$ cat src/plo_pkg.sv
// package of constants, types and layouts for the loop output and tuning core
package plo_pkg;
  // ---------------------------------------------------------------
  // loop table word offsets
  // ---------------------------------------------------------------
  localparam logic [4:0] OFF_MODE_ONE   = 5'h00;
  localparam logic [4:0] OFF_CTRL_OUT   = 5'h05;
  // ---------------------------------------------------------------
  // first mode setting word fields and reset values
  // ---------------------------------------------------------------
  localparam int         BIT_FREEZE_BIAS = 10;
  localparam int         BIT_DEV_ALARM   = 13;
  localparam int         BIT_ROC_ALARM   = 14;
  localparam int         BIT_INDEPENDENT = 15;
  localparam logic [15:0] MODE_ONE_RESET = 16'h0000;
  localparam logic [15:0] CTRL_OUT_RESET = 16'h0000;
  // ---------------------------------------------------------------
  // numeric limits
  // ---------------------------------------------------------------
  localparam logic [15:0] BCD_ZERO       = 16'h0000;
  localparam logic [15:0] BCD_ALL_NINES  = 16'h9999;
  localparam logic [4:0]  DLIM_MAX       = 5'h14;
  localparam logic [15:0] RANGE_U12      = 16'h0FFF;
  localparam logic [15:0] RANGE_U15      = 16'h7FFF;
  localparam int          GAIN_SCALE     = 100;
  localparam int          MIN_PER_SEC    = 60;

  typedef struct packed {
    logic        err_squared;
    logic        deadband_en;
    logic        dlim_en;
    logic        int_minutes;
    logic        bipolar;
    logic        fmt15;
    logic        auto_xfer;
  } plo_cfg_t;

  typedef struct packed {
    logic [15:0] prop;
    logic [15:0] integ;
    logic [15:0] deriv;
  } plo_gain_t;
endpackage

$ cat src/plo_core.sv
// one loop calculation core: error shaping, bcd gains, clamping and bias freeze
`timescale 1ns/100ps
`default_nettype none
// Summary of operation
// - computed control output is stored at loop table word five.
// - computed output never exceeds upper limit; zero upper limit keeps it zero.
// - without auto transfer, analog output is not updated outside run state.
// - output coding unipolar or bipolar, 12 or 15 bits wide.
// - each gain is four-digit bcd 0000-9999, meaning 00.00-99.99.
// - output is sum of p, i, d terms, all fed the same error.
// - proportional code 0000 gives zero proportional contribution.
// - integral code 0000 or 9999 stops integrator updates; the stored bias still adds in.
// - integral gain in seconds or minutes; derivative in seconds.
// - derivative code 0000 removes the derivative contribution.
// - optional derivative limit 0 to 20 applied to derivative term.
// - error is setpoint minus process value each calculation, not readable.
// - squared error mode squares magnitude and keeps the sign.
// - deadband replaces small errors by zero, others pass unchanged.
// - bias freeze stops integral update while output is out of bounds.
// - bias freeze is enabled by bit 10 of mode word one.
// - freeze point is end of full data range, not user limits.
// - alarm categories have independent enables and status bits.
// - bit 15 clear forces manual outside run; set keeps loops running.
module plo_core
  import plo_pkg::*;
#(
  parameter int DATA_W = 16
)(
  input  wire logic              core_clk,
  input  wire logic              rst_n,
  input  wire logic              sample_en,
  input  wire logic              cpu_run,
  input  wire logic              auto_mode,
  input  wire plo_pkg::plo_cfg_t cfg,
  input  wire plo_pkg::plo_gain_t gains,
  input  wire logic [4:0]        deriv_limit,
  input  wire logic [15:0]       deadband_size,
  input  wire logic [15:0]       setpoint_value,
  input  wire logic [15:0]       process_value,
  input  wire logic [15:0]       upper_limit,
  input  wire logic [15:0]       lower_limit,
  input  wire logic [15:0]       alarm_thresh,
  input  wire logic              tbl_we,
  input  wire logic [4:0]        tbl_addr,
  input  wire logic [15:0]       tbl_wdata,
  output logic      [15:0]       tbl_rdata,
  output logic      [15:0]       analog_out,
  output logic                   analog_out_valid,
  output logic                   loop_active,
  output logic                   dev_alarm,
  output logic                   roc_alarm
);
  import plo_pkg::*;

  // ---------------------------------------------------------------
  // loop table words
  // ---------------------------------------------------------------
  logic [15:0]        mode_one_reg;
  logic [15:0]        ctrl_out_reg;
  logic signed [31:0] bias_reg;
  logic signed [17:0] prev_err_reg;
  logic [15:0]        prev_pv_reg;

  always_ff @(posedge core_clk)
  begin
    if (!rst_n)
      mode_one_reg <= MODE_ONE_RESET;
    else if (tbl_we && tbl_addr == OFF_MODE_ONE)
      mode_one_reg <= tbl_wdata;
  end

  always_comb
  begin
    if (tbl_addr == OFF_MODE_ONE)
      tbl_rdata = mode_one_reg;
    else if (tbl_addr == OFF_CTRL_OUT)
      tbl_rdata = ctrl_out_reg;
    else
      tbl_rdata = 16'h0000;
  end

  // ---------------------------------------------------------------
  // bcd decode
  // ---------------------------------------------------------------
  function automatic logic [13:0] bcd_to_bin(input logic [15:0] b);
    logic [13:0] r;
    r = 14'(b[15:12]) * 14'd1000 + 14'(b[11:8]) * 14'd100
      + 14'(b[7:4]) * 14'd10 + 14'(b[3:0]);
    return r;
  endfunction

  logic [13:0] kp;
  logic [13:0] ki;
  logic [13:0] kd;
  logic        ki_off;
  assign kp     = (gains.prop == BCD_ZERO) ? 14'd0 : bcd_to_bin(gains.prop);
  assign ki_off = (gains.integ == BCD_ZERO) || (gains.integ == BCD_ALL_NINES);
  assign ki     = ki_off ? 14'd0 : bcd_to_bin(gains.integ);
  assign kd     = (gains.deriv == BCD_ZERO) ? 14'd0 : bcd_to_bin(gains.deriv);

  // ---------------------------------------------------------------
  // error shaping
  // ---------------------------------------------------------------
  logic signed [17:0] err_raw;
  logic [16:0]        err_mag;
  logic [33:0]        err_sq;
  logic signed [17:0] err_shaped;
  logic signed [17:0] err_used;

  assign err_raw = $signed({2'b00, setpoint_value}) - $signed({2'b00, process_value});
  assign err_mag = err_raw[17] ? 17'(-err_raw) : 17'(err_raw);
  // scaling the square back by the data range keeps it in the same units as the error
  assign err_sq  = (34'(err_mag) * 34'(err_mag)) >> (cfg.fmt15 ? 15 : 12);

  always_comb
  begin
    err_shaped = err_raw;
    if (cfg.err_squared)
    begin
      if (err_sq > 34'h1FFFF)
        err_shaped = err_raw[17] ? -18'sh1FFFF : 18'sh1FFFF;
      else
        err_shaped = err_raw[17] ? -$signed({1'b0, err_sq[16:0]})
                                 : $signed({1'b0, err_sq[16:0]});
    end
  end

  assign err_used = (cfg.deadband_en && err_mag <= 17'(deadband_size))
                    ? 18'sd0 : err_shaped;

  // ---------------------------------------------------------------
  // p, i, d terms in hundredths of a count
  // ---------------------------------------------------------------
  logic signed [31:0] p_term;
  logic signed [31:0] i_step;
  logic signed [31:0] d_raw;
  logic signed [31:0] d_term;
  logic signed [31:0] d_cap;
  logic signed [31:0] sum;
  logic signed [31:0] out_pct;
  logic signed [31:0] full_hi;
  logic signed [31:0] full_lo;
  logic signed [31:0] clamped;
  logic               out_of_bounds;

  assign p_term = 32'(err_used) * $signed({18'd0, kp});
  // integral gain acts as a rate in repeats per time unit; minutes divide it down
  assign i_step = cfg.int_minutes
                  ? (32'(err_used) * $signed({18'd0, ki})) / MIN_PER_SEC
                  : 32'(err_used) * $signed({18'd0, ki});
  assign d_raw  = 32'(err_used - prev_err_reg) * $signed({18'd0, kd});
  assign d_cap  = 32'(p_term) * $signed({27'd0, deriv_limit});
  always_comb
  begin
    d_term = d_raw;
    if (cfg.dlim_en && deriv_limit <= DLIM_MAX)
    begin
      // limit scales with proportional action, so it shrinks the kick on noise
      if (d_raw > (d_cap < 0 ? -d_cap : d_cap))
        d_term = (d_cap < 0 ? -d_cap : d_cap);
      else if (d_raw < -(d_cap < 0 ? -d_cap : d_cap))
        d_term = -(d_cap < 0 ? -d_cap : d_cap);
    end
  end

  assign sum     = p_term + bias_reg + d_term;
  assign out_pct = sum / GAIN_SCALE;

  // full data range of the selected coding
  always_comb
  begin
    full_hi = cfg.fmt15 ? 32'(RANGE_U15) : 32'(RANGE_U12);
    full_lo = 32'sd0;
    if (cfg.bipolar)
    begin
      full_hi = cfg.fmt15 ? 32'sd16383 : 32'sd2047;
      full_lo = cfg.fmt15 ? -32'sd16384 : -32'sd2048;
    end
  end

  assign out_of_bounds = (out_pct >= full_hi) || (out_pct <= full_lo);

  always_comb
  begin
    clamped = out_pct;
    if (clamped > $signed({16'd0, upper_limit}))
      clamped = $signed({16'd0, upper_limit});
    if (clamped < $signed({16'd0, lower_limit}))
      clamped = $signed({16'd0, lower_limit});
    if (clamped > $signed({16'd0, upper_limit}))
      clamped = $signed({16'd0, upper_limit});
  end

  // ---------------------------------------------------------------
  // mode handling
  // ---------------------------------------------------------------
  assign loop_active = auto_mode && (cpu_run || mode_one_reg[BIT_INDEPENDENT]);

  logic calc;
  assign calc = sample_en && loop_active;

  always_ff @(posedge core_clk)
  begin
    if (!rst_n)
      bias_reg <= 32'sd0;
    else if (calc && !(mode_one_reg[BIT_FREEZE_BIAS] && out_of_bounds))
      bias_reg <= bias_reg + i_step;
  end

  always_ff @(posedge core_clk)
  begin
    if (!rst_n)
    begin
      prev_err_reg <= 18'sd0;
      prev_pv_reg  <= 16'h0000;
    end
    else if (calc)
    begin
      prev_err_reg <= err_used;
      prev_pv_reg  <= process_value;
    end
  end

  // ladder writes may preset the output word in manual mode
  always_ff @(posedge core_clk)
  begin
    if (!rst_n)
      ctrl_out_reg <= CTRL_OUT_RESET;
    else if (calc)
      ctrl_out_reg <= clamped[15:0];
    else if (tbl_we && tbl_addr == OFF_CTRL_OUT)
      ctrl_out_reg <= tbl_wdata;
  end

  // ---------------------------------------------------------------
  // analog output transfer
  // ---------------------------------------------------------------
  always_ff @(posedge core_clk)
  begin
    if (!rst_n)
    begin
      analog_out       <= 16'h0000;
      analog_out_valid <= 1'b0;
    end
    else
    begin
      analog_out_valid <= 1'b0;
      if (sample_en && (cfg.auto_xfer ? loop_active : cpu_run))
      begin
        analog_out       <= calc ? clamped[15:0] : ctrl_out_reg;
        analog_out_valid <= 1'b1;
      end
    end
  end

  // ---------------------------------------------------------------
  // independent alarm categories
  // ---------------------------------------------------------------
  logic [15:0] pv_delta;
  assign pv_delta = (process_value > prev_pv_reg) ? process_value - prev_pv_reg
                                                  : prev_pv_reg - process_value;

  always_ff @(posedge core_clk)
  begin
    if (!rst_n)
    begin
      dev_alarm <= 1'b0;
      roc_alarm <= 1'b0;
    end
    else if (calc)
    begin
      dev_alarm <= mode_one_reg[BIT_DEV_ALARM] && (err_mag > 17'(alarm_thresh));
      roc_alarm <= mode_one_reg[BIT_ROC_ALARM] && (pv_delta > alarm_thresh);
    end
  end
endmodule
`default_nettype wire

$ cat config.mk
export PLATFORM = sky130hd
export DESIGN_NAME = plo_core
export DESIGN_NICKNAME = d
export VERILOG_FILES = /design/src/plo_pkg.sv /design/src/plo_core.sv
export SDC_FILE = /design/constraint.sdc
export NUM_CORES = 2
export LEC_CHECK = 0
export ABC_CLOCK_PERIOD_IN_PS = 145000
export BUFFER_PORTS_ARGS = -buffer_cell sky130_fd_sc_hd__buf_2
export CORE_ASPECT_RATIO = 0.7
export CORE_MARGIN = 2
export CORE_UTILIZATION = 45
export DETAILED_ROUTE_END_ITERATION = 6
export PLACE_DENSITY_LB_ADDON = 0.3
export SLEW_MARGIN = 20
export SYNTH_ARGS = -nofsm -noshare
export SYNTH_HDL_FRONTEND = slang
export SYNTH_SLANG_ARGS = --single-unit
$ cat constraint.sdc
create_clock -name core_clk -period 145 [get_ports core_clk]
set_clock_uncertainty 0.2 [all_clocks]
set_input_delay 21.75 -clock core_clk [delete_from_list [all_inputs] [get_ports core_clk]]
set_output_delay 21.75 -clock core_clk [all_outputs]
set_load 0.1 [all_outputs]
==> results.json <==
{
  "r2r_cells": 178,
  "start_util_pct": 45.4,
  "path_delay_family": "compound AO/OA/AOI/OAI gates",
  "fmax_mhz": 11.5,
  "clk_pin_slew_ns": 0.09,
  "synth_top_family_by_area": "adder cells",
  "startpoint_type": "input pin",
  "reg2reg_slack_ns": 95.80,
  "yosysSeqAreaShare_pct": 3.00,
  "synthMuxAreaShare_pct": 1.54,
  "final_antenna_net_count": 0,
  "end_kind": "register",
  "placedCellCount": 12200,
  "path_buf_inv": 25,
  "crit_path_frequent_cell": "fa_1",
  "grt_start_max_net_pins": 74,
  "async_flop_share_pct": 0,
  "ys_seq_elements": 117,
  "maxSlewViolCount": 0,
  "fp.dieW_um": 501,
  "clockRootBuffer": "clkbuf_16",
  "maxCapViolCount": 0,
  "area_growth_syn_to_layout_pct": 4.91,
  "worstReg2RegStart": "prev_err_reg[1]",
  "slowest_delay_ns": 0.89,
  "hold_depth": 2,
  "io_buffers": 218,
  "min_to": "prev_err_reg[12]",
  "tritoncts": "built",
  "tightest_slew_ns": 1.19,
  "globalRouteOverflowTotal": 0,
  "route.detailed.drc": 2,
  "netlist_instances": 9932,
  "post_cts_resized": 0,
  "pre_cts_slack_ns": 59.16,
  "gp_congestion": 1.02,
  "grt_pass1_vias": 71000,
  "antenna_found_initial": 11,
  "setup_ws_ns": 58.08,
  "cp_num_cells": 234,
  "synth_xor_area_share_pct": 6.64,
  "period_share_pct": 59.9,
  "clkSinkCount": 117,
  "wl_met3_mm": 26.8,
  "drt_pass1_iterations": 7,
  "crit_type": "input pin to register",
  "die_h_um": 352,
  "wl_mm": 251,
  "synth_simple_gate_area_share_pct": 18.9,
  "rsz0062_at_grt": "no",
  "synth_area_um2": 78000,
  "synth_cell_type_count": 169,
  "grt_use_total_pct": 28.4,
  "hold_buffers": 0,
  "fillerInstances": 16800,
  "finalSetupViolCount": 0,
  "met1_length_mm": 117,
  "final.setup.tns_ns": 0,
  "cts_buffers": 17,
  "synth_compound_area_share_pct": 18.1,
  "detail_route.wl_per_cell_um": 20.5,
  "violations": "DRC",
  "min_period_ns": 86.92,
  "wl_met2_mm": 102,
  "crit_required_ns": 145.19,
  "syn_avg_cell_area_um2": 7.85,
  "grt_pass1_wl_mm": 401,
  "postCtsSetupRepairBufs": 0,
  "layout-drive-gt1-share_pct": 6.39,
  "clk_path_buf_depth": 2,
  "yosysWarnings": 0,
  "synth_edf_count": 0,
  "vias": 71600,
  "stdcell_count": 12200,
  "hold_viol": 0,
  "cp_slowest_cell": "clkinv_1",
  "r2r_end": "analog_out[0]",
  "clock_latency_ns": 0.54,
  "highest_layer": "met5",
  "pin_count": 219,
  "largest_register_ffs": 32,
  "crit_arrival_ns": 87.11,
  "relSlewSlack_pct": 20.0,
  "synthFlopType": "dfxtp_1",
  "critPathMaxFanout": 58,
  "hold_path.startpoint": "prev_err_reg[12]",
  "hold_class": "register to register",
  "num_rows": 127,
  "cts-htree-levels": 4,
  "synthAdderAreaFrac_pct": 41.8,
  "core_um2": 172000,
  "outcome": "complete, but fails checks",
  "dp_hpwl_mm": 213,
  "finalNetCount": 12100,
  "die_area_um2": 177000,
  "drtIter0Drc": 7206,
  "viasPerCell": 5.85
}
-- worst register-to-register path, delay by kind of cell, from the launching register on --
kind            cells  cell delay [ns]
fa+ha+maj          17             7.17
mux                 6             2.53
buf+inv             7             1.97
xor+xnor            4             2.11
compound gates    103            26.77
flops               1             0.38
simple gates       41             7.86
-- kinds of logic (layout without fill, tap and decap cells) --
kind of cell / after synthesis / in the layout
simple gates: 3134 / 3134
compound gates: 2071 / 2071
fa+ha+maj: 1957 / 1957
buf+inv: 1953 / 1983
xor+xnor: 583 / 583
flops: 117 / 117
mux: 115 / 115
other cells: 2 / 14
-- placed cells by master (no fill, tap or decap), types with 60 or more instances in the layout --
master	instances
a211oi_1	62
a21o_1	175
a21oi_1	571
a31oi_1	97
and2_1	232
buf_2	218
buf_4	108
dfxtp_1	117
fa_1	1081
ha_1	868
inv_1	1601
mux2i_1	82
nand2_1	1059
nand2b_1	80
nand3_1	160
nand4_1	79
nor2_1	902
nor2b_1	108
nor3_1	144
o211ai_1	60
o21a_1	96
o21ai_0	317
o21bai_1	67
xnor2_1	411
xor2_1	156
-- metrics by stage --
step / cell area (um2) / hold WS [ns] / utilization, %
floorplan: 78000 / 0.236 / -
global placement: 81200 / 0.242 / 47.3
detailed placement: 81200 / 0.247 / 47.3
CTS: 81700 / 0.258 / 47.6
global route: 81800 / 0.274 / 47.7
finish: 81800 / 0.258 / 47.7
-- worst max path at each step --
| stage | slack, ns | start | end |
|---|---|---|---|
| floorplan | 69.43 | setpoint_value[0] | analog_out[0] |
| global placement | 60.84 | setpoint_value[0] | analog_out[2] |
| detailed placement | 59.16 | setpoint_value[0] | analog_out[2] |
| CTS | 59.53 | setpoint_value[0] | analog_out[2] |
| global route | 53.52 | process_value[11] | ctrl_out_reg[1] |
| finish | 58.08 | process_value[10] | analog_out[0] |
-- routing by layer --
layer  vias to the layer above  track usage (%)
met3                       239             6.57
li1                      33000                -
met4                         2             5.65
met1                     35000             43.2
met5                         -                0
met2                      3249             40.6
-- final cells by class --
type | instances | area (um2) | share of cell area, %
clock inverter | 15 | 158 | 0.193
timing repair buffer | 326 | 1900 | 2.33
multi-input combinational | 7872 | 68000 | 83.2
tap | 2257 | 2820 | 3.45
sequential | 117 | 2340 | 2.86
inverter | 1625 | 6100 | 7.46
clock buffer | 17 | 425 | 0.520
antenna | 2 | 5.00 | 0.00612
-- synthesized netlist by cell type (160+ instances only) --
library cell     n  share of area (%)
a21oi_1        571                3.7
nand3_1        160                1.0
ha_1           868                 14
a21o_1         175                1.7
nand2_1       1060                5.1
fa_1          1081                 28
xnor2_1        416                4.7
inv_1         1601                7.7
clkbuf_1       226                1.1
and2_1         233                1.9
nor2_1         905                4.4
o21ai_0        318                2.0
Power is not shown: default switching activity piles up to over one toggle a cycle in this logic, so the estimate is an artifact.
